### src/logic/hms_defines.svh
// Purpose: Named encodings and widths for the product/logic/store decoder
// Assumes: 32-bit instruction words, 64-bit general registers
// Notes: Included by the package and every module except hms_mul
`ifndef HMS_DEFINES_SVH
`define HMS_DEFINES_SVH
`define HMS_OP_SPECIAL 6'h00
`define HMS_OP_COP0 6'h10
`define HMS_OP_ORI 6'h0d
`define HMS_OP_SB 6'h28
`define HMS_COP_MT 5'h04
`define HMS_FN_READ_TOP_OP 6'h10
`define HMS_FN_WRITE_TOP_OP 6'h11
`define HMS_FN_READ_BOTTOM_OP 6'h12
`define HMS_FN_WRITE_BOTTOM_OP 6'h13
`define HMS_FN_SIGNED_PRODUCT_OP 6'h18
`define HMS_FN_UNSIGNED_PRODUCT_OP 6'h19
`define HMS_FN_DIV 6'h1a
`define HMS_FN_UNSIGNED_QUOTIENT_OP 6'h1b
`define HMS_FN_OR 6'h25
`define HMS_FN_NOR 6'h27
`define HMS_OP_MSB 31
`define HMS_OP_LSB 26
`define HMS_RS_MSB 25
`define HMS_RS_LSB 21
`define HMS_RT_MSB 20
`define HMS_RT_LSB 16
`define HMS_RD_MSB 15
`define HMS_RD_LSB 11
`define HMS_FN_MSB 5
`define HMS_FN_LSB 0
`define HMS_IMM_MSB 15
`define HMS_WORD_MSB 31
`define HMS_MODE_USER 2'h2
`define HMS_MODE_SUPER 2'h1
`endif

### src/logic/hms_pkg.sv
// Purpose: Types shared by the decoder and its multiplier
// Assumes: hms_defines.svh present
// Notes: Carriers for write-back and store requests
`include "hms_defines.svh"
package hms_pkg;
  typedef logic [63:0] hms_word_t;
  typedef logic [4:0] hms_reg_t;

  typedef struct packed {
    logic en;
    hms_reg_t idx;
    hms_word_t data;
  } hms_wb_s;

  typedef struct packed {
    logic en;
    hms_word_t vaddr;
    logic [7:0] data;
  } hms_store_s;

  typedef enum logic [2:0] {
    HMS_IDLE = 3'b001,
    HMS_CP0_WAIT = 3'b010,
    HMS_CP0_WRITE = 3'b100
  } hms_cp0_state_e;
endpackage : hms_pkg

### src/logic/hms_mul.sv
// Purpose: 32x32 multiplier giving a 64-bit product, signed or unsigned
// Assumes: Operands are low 32 bits of the sources
// Notes: Combinational; the caller registers the result
`timescale 1ns/1ps
module hms_mul
  import hms_pkg::*;
(
  input wire logic is_signed,
  input wire logic [31:0] opa,
  input wire logic [31:0] opb,
  output logic [63:0] prod
);
  logic [65:0] full;

  always_comb begin
    full = $signed({is_signed & opa[31], is_signed & opa[31], opa}) *
           $signed({is_signed & opb[31], is_signed & opb[31], opb});
    prod = full[63:0];
  end
endmodule : hms_mul

### src/logic/hms_decoder.sv
// Purpose: Decode and execute product-register moves, cop0 write,
//          32-bit multiply, NOR/OR/OR_IMMEDIATE and store byte
// Assumes: Register file read data arrives in the issue cycle
// Notes: One instruction per valid cycle; results registered
`timescale 1ns/1ps
`include "hms_defines.svh"

// Functional notes
// - read_bottom_op copies product_bottom_reg into destination register.
// - write_system_coprocessor writes cop0 register two cycles after read.
// - Cop0 write in user or supervisor mode, cop0 disabled, faults.
// - write_top_op loads source_a register into product_top_reg.
// - write_top_op right after product/quotient may spoil bottom register.
// - write_bottom_op loads source_a register into product_bottom_reg.
// - write_bottom_op right after product/quotient may spoil top register.
// - signed_product_op multiplies signed 32-bit, no overflow exception.
// - Product low word to bottom, high to top, sign-extended from 31 if MODE_64, else upper half zero.
// - unsigned_product_op multiplies unsigned 32-bit, no overflow.
// - NOR writes bitwise NOR of both sources to destination.
// - OR writes bitwise OR of both sources to destination.
// - or_immediate zero-extends immediate, ORs source_a, writes source_b.
// - store_byte address is sign-extended offset plus base; low byte.
module hms_decoder
  import hms_pkg::*;
(
  input wire logic CLK_SYS,
  input wire logic RESET_N,
  input wire logic INSTR_VALID,
  input wire logic [31:0] INSTR,
  input wire logic [63:0] SRC_A_DATA,
  input wire logic [63:0] SRC_B_DATA,
  input wire logic MODE_64,
  input wire logic [1:0] PRIV_MODE,
  input wire logic COP0_ENABLE,
  input wire logic QUOT_DONE,
  input wire logic [63:0] QUOT_BOTTOM,
  input wire logic [63:0] QUOT_TOP,
  output logic GPR_WE,
  output logic [4:0] GPR_WADDR,
  output logic [63:0] GPR_WDATA,
  output logic COP0_WE,
  output logic [4:0] COP0_WADDR,
  output logic [63:0] COP0_WDATA,
  output logic STORE_EN,
  output logic [63:0] STORE_VADDR,
  output logic [7:0] STORE_DATA,
  output logic COP_UNUSABLE,
  output logic [63:0] PRODUCT_TOP,
  output logic [63:0] PRODUCT_BOTTOM
);
  logic [5:0] opcode;
  logic [5:0] funct;
  logic [4:0] fld_a;
  logic [4:0] fld_b;
  logic [4:0] fld_d;
  logic is_special;
  logic dec_read_top;
  logic dec_read_bottom;
  logic dec_write_top;
  logic dec_write_bottom;
  logic dec_signed_product_op;
  logic dec_unsigned_product_op;
  logic dec_quot;
  logic dec_nor;
  logic dec_or;
  logic dec_ori;
  logic dec_sb;
  logic dec_write_system_coprocessor;
  logic cop0_fault;
  logic [63:0] prod;
  logic [63:0] nxt_top;
  logic [63:0] nxt_bottom;
  hms_wb_s nxt_wb;
  hms_wb_s wb_ff;
  hms_store_s nxt_st;
  hms_store_s st_ff;
  hms_cp0_state_e cp0_state_ff;
  logic [4:0] cp0_idx_ff;
  logic [63:0] cp0_data_ff;
  logic [63:0] top_ff;
  logic [63:0] bottom_ff;
  logic fault_ff;

  // ------------------------------------------------------------
  // Decode
  // ------------------------------------------------------------
  always_comb begin
    opcode = INSTR[`HMS_OP_MSB:`HMS_OP_LSB];
    funct = INSTR[`HMS_FN_MSB:`HMS_FN_LSB];
    fld_a = INSTR[`HMS_RS_MSB:`HMS_RS_LSB];
    fld_b = INSTR[`HMS_RT_MSB:`HMS_RT_LSB];
    fld_d = INSTR[`HMS_RD_MSB:`HMS_RD_LSB];
    is_special = INSTR_VALID && (opcode == `HMS_OP_SPECIAL);
    dec_read_top = is_special && (funct == `HMS_FN_READ_TOP_OP);
    dec_read_bottom = is_special && (funct == `HMS_FN_READ_BOTTOM_OP);
    dec_write_top = is_special && (funct == `HMS_FN_WRITE_TOP_OP);
    dec_write_bottom = is_special && (funct == `HMS_FN_WRITE_BOTTOM_OP);
    dec_signed_product_op = is_special && (funct == `HMS_FN_SIGNED_PRODUCT_OP);
    dec_unsigned_product_op = is_special && (funct == `HMS_FN_UNSIGNED_PRODUCT_OP);
    dec_quot = is_special &&
      ((funct == `HMS_FN_DIV) || (funct == `HMS_FN_UNSIGNED_QUOTIENT_OP));
    dec_nor = is_special && (funct == `HMS_FN_NOR);
    dec_or = is_special && (funct == `HMS_FN_OR);
    dec_ori = INSTR_VALID && (opcode == `HMS_OP_ORI);
    dec_sb = INSTR_VALID && (opcode == `HMS_OP_SB);
    dec_write_system_coprocessor = INSTR_VALID && (opcode == `HMS_OP_COP0) &&
      (fld_a == `HMS_COP_MT);
  end

  // ------------------------------------------------------------
  // Multiplier
  // ------------------------------------------------------------
  // signed multiply select
  hms_mul u_mul (
    .is_signed(dec_signed_product_op),
    .opa(SRC_A_DATA[`HMS_WORD_MSB:0]),
    .opb(SRC_B_DATA[`HMS_WORD_MSB:0]),
    .prod(prod)
  );

  // ------------------------------------------------------------
  // Product registers
  // ------------------------------------------------------------
  always_comb begin
    nxt_top = top_ff;
    nxt_bottom = bottom_ff;
    if (dec_signed_product_op || dec_unsigned_product_op) begin
      nxt_bottom = {{32{prod[31]}}, prod[31:0]};
      nxt_top = {{32{prod[63]}}, prod[63:32]};
      if (!MODE_64) begin
        nxt_bottom[63:32] = '0;
        nxt_top[63:32] = '0;
      end
    end else if (QUOT_DONE) begin
      nxt_bottom = QUOT_BOTTOM;
      nxt_top = QUOT_TOP;
    end
    // load top; bottom kept as is
    if (dec_write_top)
      nxt_top = SRC_A_DATA;
    // load bottom; top kept as is
    if (dec_write_bottom)
      nxt_bottom = SRC_A_DATA;
  end

  always_ff @(posedge CLK_SYS or negedge RESET_N) begin
    if (!RESET_N) begin
      top_ff <= '0;
      bottom_ff <= '0;
    end else begin
      top_ff <= nxt_top;
      bottom_ff <= nxt_bottom;
    end
  end

  // ------------------------------------------------------------
  // General register write-back
  // ------------------------------------------------------------
  always_comb begin
    nxt_wb = '0;
    if (dec_read_bottom) begin
      nxt_wb = '{en: 1'b1, idx: fld_d, data: bottom_ff};
    end else if (dec_read_top) begin
      nxt_wb = '{en: 1'b1, idx: fld_d, data: top_ff};
    end else if (dec_nor) begin
      nxt_wb = '{en: 1'b1, idx: fld_d, data: ~(SRC_A_DATA | SRC_B_DATA)};
    end else if (dec_or) begin
      nxt_wb = '{en: 1'b1, idx: fld_d, data: SRC_A_DATA | SRC_B_DATA};
    end else if (dec_ori) begin
      nxt_wb = '{en: 1'b1, idx: fld_b,
        data: SRC_A_DATA | {48'h0, INSTR[`HMS_IMM_MSB:0]}};
    end
  end

  always_ff @(posedge CLK_SYS or negedge RESET_N) begin
    if (!RESET_N)
      wb_ff <= '0;
    else
      wb_ff <= nxt_wb;
  end

  // ------------------------------------------------------------
  // Store byte
  // ------------------------------------------------------------
  always_comb begin
    nxt_st = '0;
    if (dec_sb) begin
      nxt_st.en = 1'b1;
      nxt_st.vaddr = SRC_A_DATA +
        {{48{INSTR[`HMS_IMM_MSB]}}, INSTR[`HMS_IMM_MSB:0]};
      if (!MODE_64)
        nxt_st.vaddr[63:32] = '0;
      nxt_st.data = SRC_B_DATA[7:0];
    end
  end

  always_ff @(posedge CLK_SYS or negedge RESET_N) begin
    if (!RESET_N)
      st_ff <= '0;
    else
      st_ff <= nxt_st;
  end

  // ------------------------------------------------------------
  // Coprocessor 0 write
  // ------------------------------------------------------------
  // privilege check
  assign cop0_fault = dec_write_system_coprocessor && !COP0_ENABLE &&
    ((PRIV_MODE == `HMS_MODE_USER) || (PRIV_MODE == `HMS_MODE_SUPER));

  // read at T, write at T+2
  always_ff @(posedge CLK_SYS or negedge RESET_N) begin
    if (!RESET_N) begin
      cp0_state_ff <= HMS_IDLE;
      cp0_idx_ff <= '0;
      cp0_data_ff <= '0;
    end else begin
      case (cp0_state_ff)
        HMS_IDLE, HMS_CP0_WRITE: begin
          if (dec_write_system_coprocessor && !cop0_fault) begin
            cp0_state_ff <= HMS_CP0_WAIT;
            cp0_idx_ff <= fld_d;
            cp0_data_ff <= SRC_B_DATA;
          end else begin
            cp0_state_ff <= HMS_IDLE;
          end
        end
        HMS_CP0_WAIT: begin
          cp0_state_ff <= HMS_CP0_WRITE;
        end
        default: cp0_state_ff <= HMS_IDLE;
      endcase
    end
  end

  always_ff @(posedge CLK_SYS or negedge RESET_N) begin
    if (!RESET_N)
      fault_ff <= 1'b0;
    else
      fault_ff <= cop0_fault;
  end

  // ------------------------------------------------------------
  // Outputs
  // ------------------------------------------------------------
  assign GPR_WE = wb_ff.en;
  assign GPR_WADDR = wb_ff.idx;
  assign GPR_WDATA = wb_ff.data;
  assign COP0_WE = (cp0_state_ff == HMS_CP0_WRITE);
  assign COP0_WADDR = cp0_idx_ff;
  assign COP0_WDATA = cp0_data_ff;
  assign STORE_EN = st_ff.en;
  assign STORE_VADDR = st_ff.vaddr;
  assign STORE_DATA = st_ff.data;
  assign COP_UNUSABLE = fault_ff;
  assign PRODUCT_TOP = top_ff;
  assign PRODUCT_BOTTOM = bottom_ff;
endmodule : hms_decoder

### config.mk
export PLATFORM = sky130hd
export DESIGN_NAME = hms_decoder
export DESIGN_NICKNAME = d
export VERILOG_FILES = /design/src/logic/hms_pkg.sv /design/src/logic/hms_mul.sv /design/src/logic/hms_decoder.sv
export VERILOG_INCLUDE_DIRS = /design/src /design/src/logic
export SDC_FILE = /design/constraint.sdc
export NUM_CORES = 2
export LEC_CHECK = 0
export BUFFER_PORTS_ARGS = -buffer_cell sky130_fd_sc_hd__buf_2
export CAP_MARGIN = 30
export CORE_MARGIN = 3
export CORE_UTILIZATION = 41
export CTS_CLUSTER_SIZE = 24
export DETAILED_ROUTE_END_ITERATION = 8
export PLACE_DENSITY_LB_ADDON = 0.12
export SETUP_SLACK_MARGIN = 0.05
export SLEW_MARGIN = 20
export SYNTH_ARGS = -nofsm -noshare
export SYNTH_HDL_FRONTEND = slang
export SYNTH_HIERARCHICAL = 1
export SYNTH_SLANG_ARGS = --single-unit
### constraint.sdc
create_clock -name CLK_SYS -period 1.8 [get_ports CLK_SYS]
set_input_delay 0.36 -clock CLK_SYS [delete_from_list [all_inputs] [get_ports CLK_SYS]]
set_output_delay 0.36 -clock CLK_SYS [all_outputs]
set_load 0.02 [all_outputs]
# Word level (Yosys, flattened, before mapping)
# Index checks and enable logic that the tools add are counted.
word_totals:
  register_bits: 344
  latchBits: 0
  mem_bits_rw: 0
  romBits: 0
  in_bits: 296
  mem_count: 0
op_classes:
  n_addsub: 1
  multipliers: 1
  div_mod_pow: 0
  order_cmp: 0
  eq_ne: 17
  shift: 0
  n_mux: 17
  bitwise_logic: 5
  n_reduce_logical: 25
op_table:
  columns: ["cell", "n"]
  rows:
  - ["64-bit two-way mux", 6]
  - ["70-bit two-way mux", 5]
  - ["32-bit two-way mux", 3]
  - ["73-bit two-way mux", 1]
  - ["64-bit adder", 1]
  - ["33-bit by 33-bit multiplier with 64-bit output", 1]
  - ["64-bit NOT", 1]
  - ["64-bit by 16-bit bitwise OR with 64-bit output", 1]
  - ["64-bit bitwise OR", 1]
  - ["6-bit by 5-bit == test with 1-bit output, second input constant", 7]
  - ["6-bit == test, second input constant", 3]
  - ["1-bit logical AND", 16]
  - ["6-bit by 4-bit == test with 1-bit output, second input constant", 1]
  - ["6-bit logical NOT", 1]
  - ["3-bit one-hot mux with 2 select lines", 1]
  - ["3-bit nonzero test", 2]
  - ["5-bit by 3-bit == test with 1-bit output, second input constant", 1]
  - ["3-bit by 1-bit == test with 1-bit output, second input constant", 1]
  - ["3-bit by 2-bit == test with 1-bit output, second input constant", 1]
  - ["3-bit == test, second input constant", 1]
  - ["1-bit AND", 2]
  - ["2-bit by 1-bit == test with 1-bit output, second input constant", 1]
  - ["2-bit == test, second input constant", 1]
  - ["1-bit logical NOT", 2]
  - ["4 further kinds", 5]

# Longest topological paths before layout
logic_depth:
  ltp_word: 9
  depth_mapped: 39

# By module
# The synthesis kept the hierarchy.
modules_own_cells:
  columns: ["mod", "n_inst", "cells_per_inst", "area_each_um2", "seq_area_each_um2"]
  rows:
  - ["hms_mul", 1, 4176, 37983.9, 0.0]
  - ["hms_decoder", 1, 2449, 20369.5, 8609.5]

# Worst setup path before layout
# Ideal clock, no wire load.
synth_timing:
  path_type: "input port to flip-flop"
  startpoint: "in INSTR[26]"
  endpoint: "reg top_ff[33], in the netlist PRODUCT_TOP[33]"
  setup_ps: 83
  t_arrival_ps: 9960
  path_slack_ps: -8242
  path_stages: 34
  path_buffers: 5
  cell_sequence: "nor2_1 > nor4b_2 > nand4_1 > or4_1 > nor2_1 > clkbuf_1 > clkbuf_1 > and3_1 > fa_1 > fa_1 > fa_1 > inv_1 > fa_1 > inv_1 > fa_1 > fa_1 > inv_1 > fa_1 > fa_1 > inv_1 > ha_1 > clkbuf_1 > and3_1 > a221o_1 > a211o_1 > a2111oi_4 > nor2_1 > a31oi_1 > xnor2_1 > and3_1 > clkbuf_1 > buf_2 > o22ai_1 > o21ai_0"
synth_between:
  elab_chain_len: 8
synth_rtl:
  columns: ["item", "line_no", "source"]
  rows:
  - ["start, declared", "hms_decoder.sv:29", "input wire logic [31:0] INSTR,"]
  - ["6-bit logical NOT (no line) (*)", null, null]
  - ["1-bit logical AND (*)", "hms_decoder.sv:93", "is_special = INSTR_VALID && (opcode == `HMS_OP_SPECIAL);"]
  - ["1-bit logical AND (*)", "hms_decoder.sv:98", "dec_signed_product_op = is_special && (funct == `HMS_FN_SIGNED_PRODUCT_OP);"]
  - ["via dec_signed_product_op", "hms_decoder.sv:61", "logic dec_signed_product_op;"]
  - ["1-bit AND (on tied branches)", "hms_mul.sv:16, hms_mul.sv:17", null]
  - ["33-bit by 33-bit multiplier with 64-bit output (*)", "hms_mul.sv:16", "full = $signed({is_signed & opa[31], is_signed & opa[31], opa}) *"]
  - ["via prod[63]", "hms_decoder.sv:70", "logic [63:0] prod;"]
  - ["32-bit two-way mux (*)", "hms_decoder.sv:130", "if (!MODE_64) begin"]
  - ["64-bit two-way mux (*)", "hms_decoder.sv:127", "if (dec_signed_product_op || dec_unsigned_product_op) begin"]
  - ["64-bit two-way mux (*)", "hms_decoder.sv:139", "if (dec_write_top)"]
  - ["end signal, assigned", "hms_decoder.sv:151", "top_ff <= nxt_top;"]
  - ["end, declared", "hms_decoder.sv:80", "logic [63:0] top_ff;"]
# Mark *: on every way through the listed nets, which the timed path passes. The rest lies on a longest branch.
# A chain may end at the register's enable or synchronous reset.

# Worst setup path after layout
# Same ends and word-level chain as after synthesis.

==> summary.json <==
{
  "outcome": {"value": "complete, but fails checks"},
  "failed_checks": {"value": "negative setup slack"},
  "relSlewSlack": {"value": 0.349},
  "routed_wirelength": {"value": 244, "unit": "mm"},
  "floorplan.initialDensity": {"value": 0.416},
  "final_antenna_net_count": {"value": 0},
  "clock_tree_root_buffer_cell": {"value": "clkbuf_16"},
  "finalWeightedCongestion": {"value": 1.01},
  "clk_pin_slew": {"value": 0.06, "unit": "ns"},
  "ys.warnings.count": {"value": 6},
  "min_to": {"value": "GPR_WADDR[2]$_DFF_PN0_"},
  "core_region_area": {"value": 140000, "unit": "µm²"},
  "maximum_clock_insertion_buffer_count": {"value": 3},
  "register_bit_count_reported_by_yosys": {"value": 344},
  "syn-num-nets": {"value": 8338},
  "post_route_cells_drive_above_1_share": {"value": 0.293},
  "yosys_most_used_dff": {"value": "dfrtp_1"},
  "post-route-worst-setup-slack": {"value": -7.11, "unit": "ns"},
  "flow.area_growth_from_synthesis": {"value": 32.6, "unit": "%"},
  "path_max_fanout": {"value": 8},
  "tritoncts_clock_tree": {"value": "done"},
  "netlist_instances": {"value": 6625},
  "detail_placement_hpwl": {"value": 205, "unit": "mm"},
  "first_global_vias": {"value": 56100},
  "max_cap_viol_count": {"value": 0},
  "fin_util": {"value": 0.551},
  "chipHeight": {"value": 383, "unit": "µm"},
  "post-route-period-util": {"value": 4.95},
  "detailedRoute.firstIterationViolations": {"value": 3873},
  "cts-buffers-inserted": {"value": 39},
  "critPathCaptureType": {"value": "flop"},
  "chipWidth": {"value": 383, "unit": "µm"},
  "global_route_wire_length_before_repair": {"value": 364, "unit": "mm"},
  "min-delay-start": {"value": "INSTR[18]"},
  "clk-insertion-delay-late": {"value": 0.60, "unit": "ns"},
  "gr_usage_total": {"value": 0.332},
  "syn_avg_cell_area": {"value": 8.81, "unit": "µm²"},
  "cts_max_level": {"value": 2},
  "timing.critical_path.slowest_stage_cell": {"value": "fa_1"},
  "fmaxAchievable": {"value": 112, "unit": "MHz"},
  "numClockSinks": {"value": 344},
  "r2r_slack": {"value": 0.02, "unit": "ns"},
  "async_reset_ff_frac": {"value": 1.00},
  "routed_len_inst": {"value": 24.2, "unit": "µm"},
  "synth_enable_flop_cells": {"value": 0},
  "grt_antenna_before_repair": {"value": 47},
  "period_minus_slack": {"value": 8.91, "unit": "ns"},
  "reg2reg_to": {"value": "COP0_WDATA[20]$_DFFE_PN0P_"},
  "core.rowCount": {"value": 137},
  "synth_seq_area_share": {"value": 0.148},
  "drt_pre_antenna_iters": {"value": 6},
  "fill_cells": {"value": 13000},
  "slew_violations": {"value": 0},
  "critPathMostFrequentCell": {"value": "fa_1"},
  "cp.arrival": {"value": 9.42, "unit": "ns"},
  "most_area_consuming_cells_after_synthesis": {"value": "fa_1, dfrtp_1, inv_1"},
  "fin_skew": {"value": 0.0415, "unit": "ns"},
  "grt_remaining_overflow": {"value": 0},
  "timing_hold_violations_final": {"value": 0},
  "vias": {"value": 53300},
  "die_outline_area": {"value": 147000, "unit": "µm²"},
  "hold_crit_path_type": {"value": "in2reg"},
  "design.final.nets": {"value": 9859},
  "drt_via_density": {"value": 5.29},
  "io_pins": {"value": 638},
  "critical_path.max_stage_delay": {"value": 0.58, "unit": "ns"},
  "post-route-drc-count": {"value": 0},
  "syn-cell-area": {"value": 58400, "unit": "µm²"},
  "setup.worst_path.class": {"value": "in2reg"},
  "transition_time_of_the_tightest_slew_check_pin": {"value": 0.968, "unit": "ns"},
  "fin_hold_ws": {"value": 0.0236, "unit": "ns"},
  "buffer_ports.inserted": {"value": 637},
  "r2r-start": {"value": "cp0_state_ff[0]$_DFF_PN1_"},
  "r2r.worst_path.cells": {"value": 6},
  "required": {"value": 2.31, "unit": "ns"},
  "hold_depth": {"value": 2},
  "synth_largest_type_area_fraction": {"value": 0.386},
  "setup_viol": {"value": 306},
  "rsz_0062_raised_after_global_routing": {"value": "yes"},
  "synth_cell_type_count": {"value": 98},
  "grt_start_max_net_pins": {"value": 71},
  "netlist.top_cell.by_area": {"value": "fa_1"},
  "critical_path.startpoint_type": {"value": "primary input"}
}
## cells in the final DEF, fill, tap and decap left out, types with 33 or more instances in the layout
| cell type | n |
|---|---|
| a21oi_1 | 282 |
| xor2_1 | 39 |
| buf_6 | 57 |
| ha_4 | 60 |
| xnor2_1 | 72 |
| nand3_1 | 33 |
| inv_2 | 34 |
| dfrtp_1 | 343 |
| a21o_1 | 62 |
| ha_1 | 226 |
| nand2_1 | 1136 |
| o21ai_0 | 147 |
| nor2_1 | 236 |
| fa_1 | 1097 |
| a21oi_2 | 56 |
| buf_2 | 593 |
| o22ai_2 | 58 |
| buf_4 | 1099 |
| inv_1 | 1181 |
| clkbuf_16 | 39 |
| mux2i_1 | 70 |
| o21ai_1 | 129 |
| buf_12 | 98 |
| and2_1 | 347 |
## cells in the mapped netlist, types with 66 or more instances
cell type,n
dfrtp_1,343
mux2i_1,70
nand2_1,1161
o22ai_1,66
clkbuf_1,320
and2_1,374
o21ai_0,257
a21oi_1,341
fa_1,1126
inv_1,1219
xnor2_1,83
ha_1,291
nor2_1,250
## registers in the layout, summed over array words and instances (netlist names)
| signal | count |
|---|---|
| STORE_EN | 1 |
| STORE_VADDR | 64 |
| cp0_state_ff | 3 |
| COP0_WDATA | 64 |
| GPR_WDATA | 64 |
| STORE_DATA | 8 |
| COP0_WADDR | 5 |
| GPR_WADDR | 5 |
| PRODUCT_BOTTOM | 64 |
| COP_UNUSABLE | 1 |
| PRODUCT_TOP | 64 |
| GPR_WE | 1 |
## stage by stage
step	TNS (ns)	setup slack, ns	cells	cell area, µm²
final	-780.79	-7.11	10100	77400
after global routing	-827.29	-7.42	10100	77400
after CTS	-776.96	-7.05	10000	76600
after detailed placement	-1019.00	-7.97	9896	73500
after global placement	-1011.42	-7.84	9896	73500
after floorplan	-746.48	-7.36	6625	60500
## critical path: cells and delay by family
| family | cells | cell delay (ns) |
|---|---|---|
| AO/OA/AOI/OAI | 9 | 1.99 |
| XOR/XNOR | 1 | 0.17 |
| adder cells (fa/ha/maj) | 9 | 4.12 |
| buffers and inverters | 10 | 0.94 |
| AND/OR/NAND/NOR | 9 | 1.80 |
## worst max path at each step
stage,start,end,cells past startpoint
after global placement,INSTR[26],PRODUCT_TOP[63]$_DFFE_PN0P_,37
after global routing,INSTR[26],PRODUCT_TOP[33]$_DFFE_PN0P_,40
after CTS,INSTR[26],PRODUCT_TOP[42]$_DFFE_PN0P_,38
after detailed placement,INSTR[26],PRODUCT_TOP[42]$_DFFE_PN0P_,35
after floorplan,INSTR[26],PRODUCT_TOP[39]$_DFFE_PN0P_,34
final,INSTR[26],PRODUCT_TOP[33]$_DFFE_PN0P_,38
## per-layer routing
metal | vias up | global-route usage | share of wire
li1 | 23500 | - | -
met1 | 27200 | 0.434 | 0.41
met2 | 2120 | 0.538 | 0.47
met3 | 474 | 0.0504 | 0.068
met4 | 14 | 0.165 | 0.057
met5 | - | 0 | 0.00035
## cell families (layout without fill, tap and decap cells)
group / Yosys count / count (layout) / share of synthesized area
compound gates: 1026 / 1026 / 0.109
mux: 70 / 70 / 0.0120
buf+inv: 1618 / 3166 / 0.107
simple gates: 2022 / 2022 / 0.157
other cells: 0 / 30 / 0
fa+ha+maj: 1417 / 1417 / 0.449
xor+xnor: 128 / 128 / 0.0192
flops: 344 / 344 / 0.148
## what timing repair did
| action | CTS | global route |
|---|---|---|
| gates cloned | 7 | 0 |
| gates resized for setup | 250 | 152 |
| hold endpoints to repair | 212 | 0 |
| hold buffers | 14 | 0 |
| pin swaps | 139 | 89 |
| buffers inserted | 52 | 14 |
| endpoints found under the setup margin | 269 | 345 |
## layout make-up
class	instances	area, µm²	share of cell area
clock inverters	13	184	0.00238
flip-flops and latches	344	8610	0.111
multi-input cells	4663	46100	0.596
inverters	1220	4620	0.0597
repair buffers	1878	14300	0.185
clock buffers	55	1100	0.0142
diodes	30	75.1	0.000970
well taps	1876	2350	0.0303
Power is left out: the tool's default activity adds up to more than one toggle a clock period on the data nets, which glitch-free logic cannot reach.
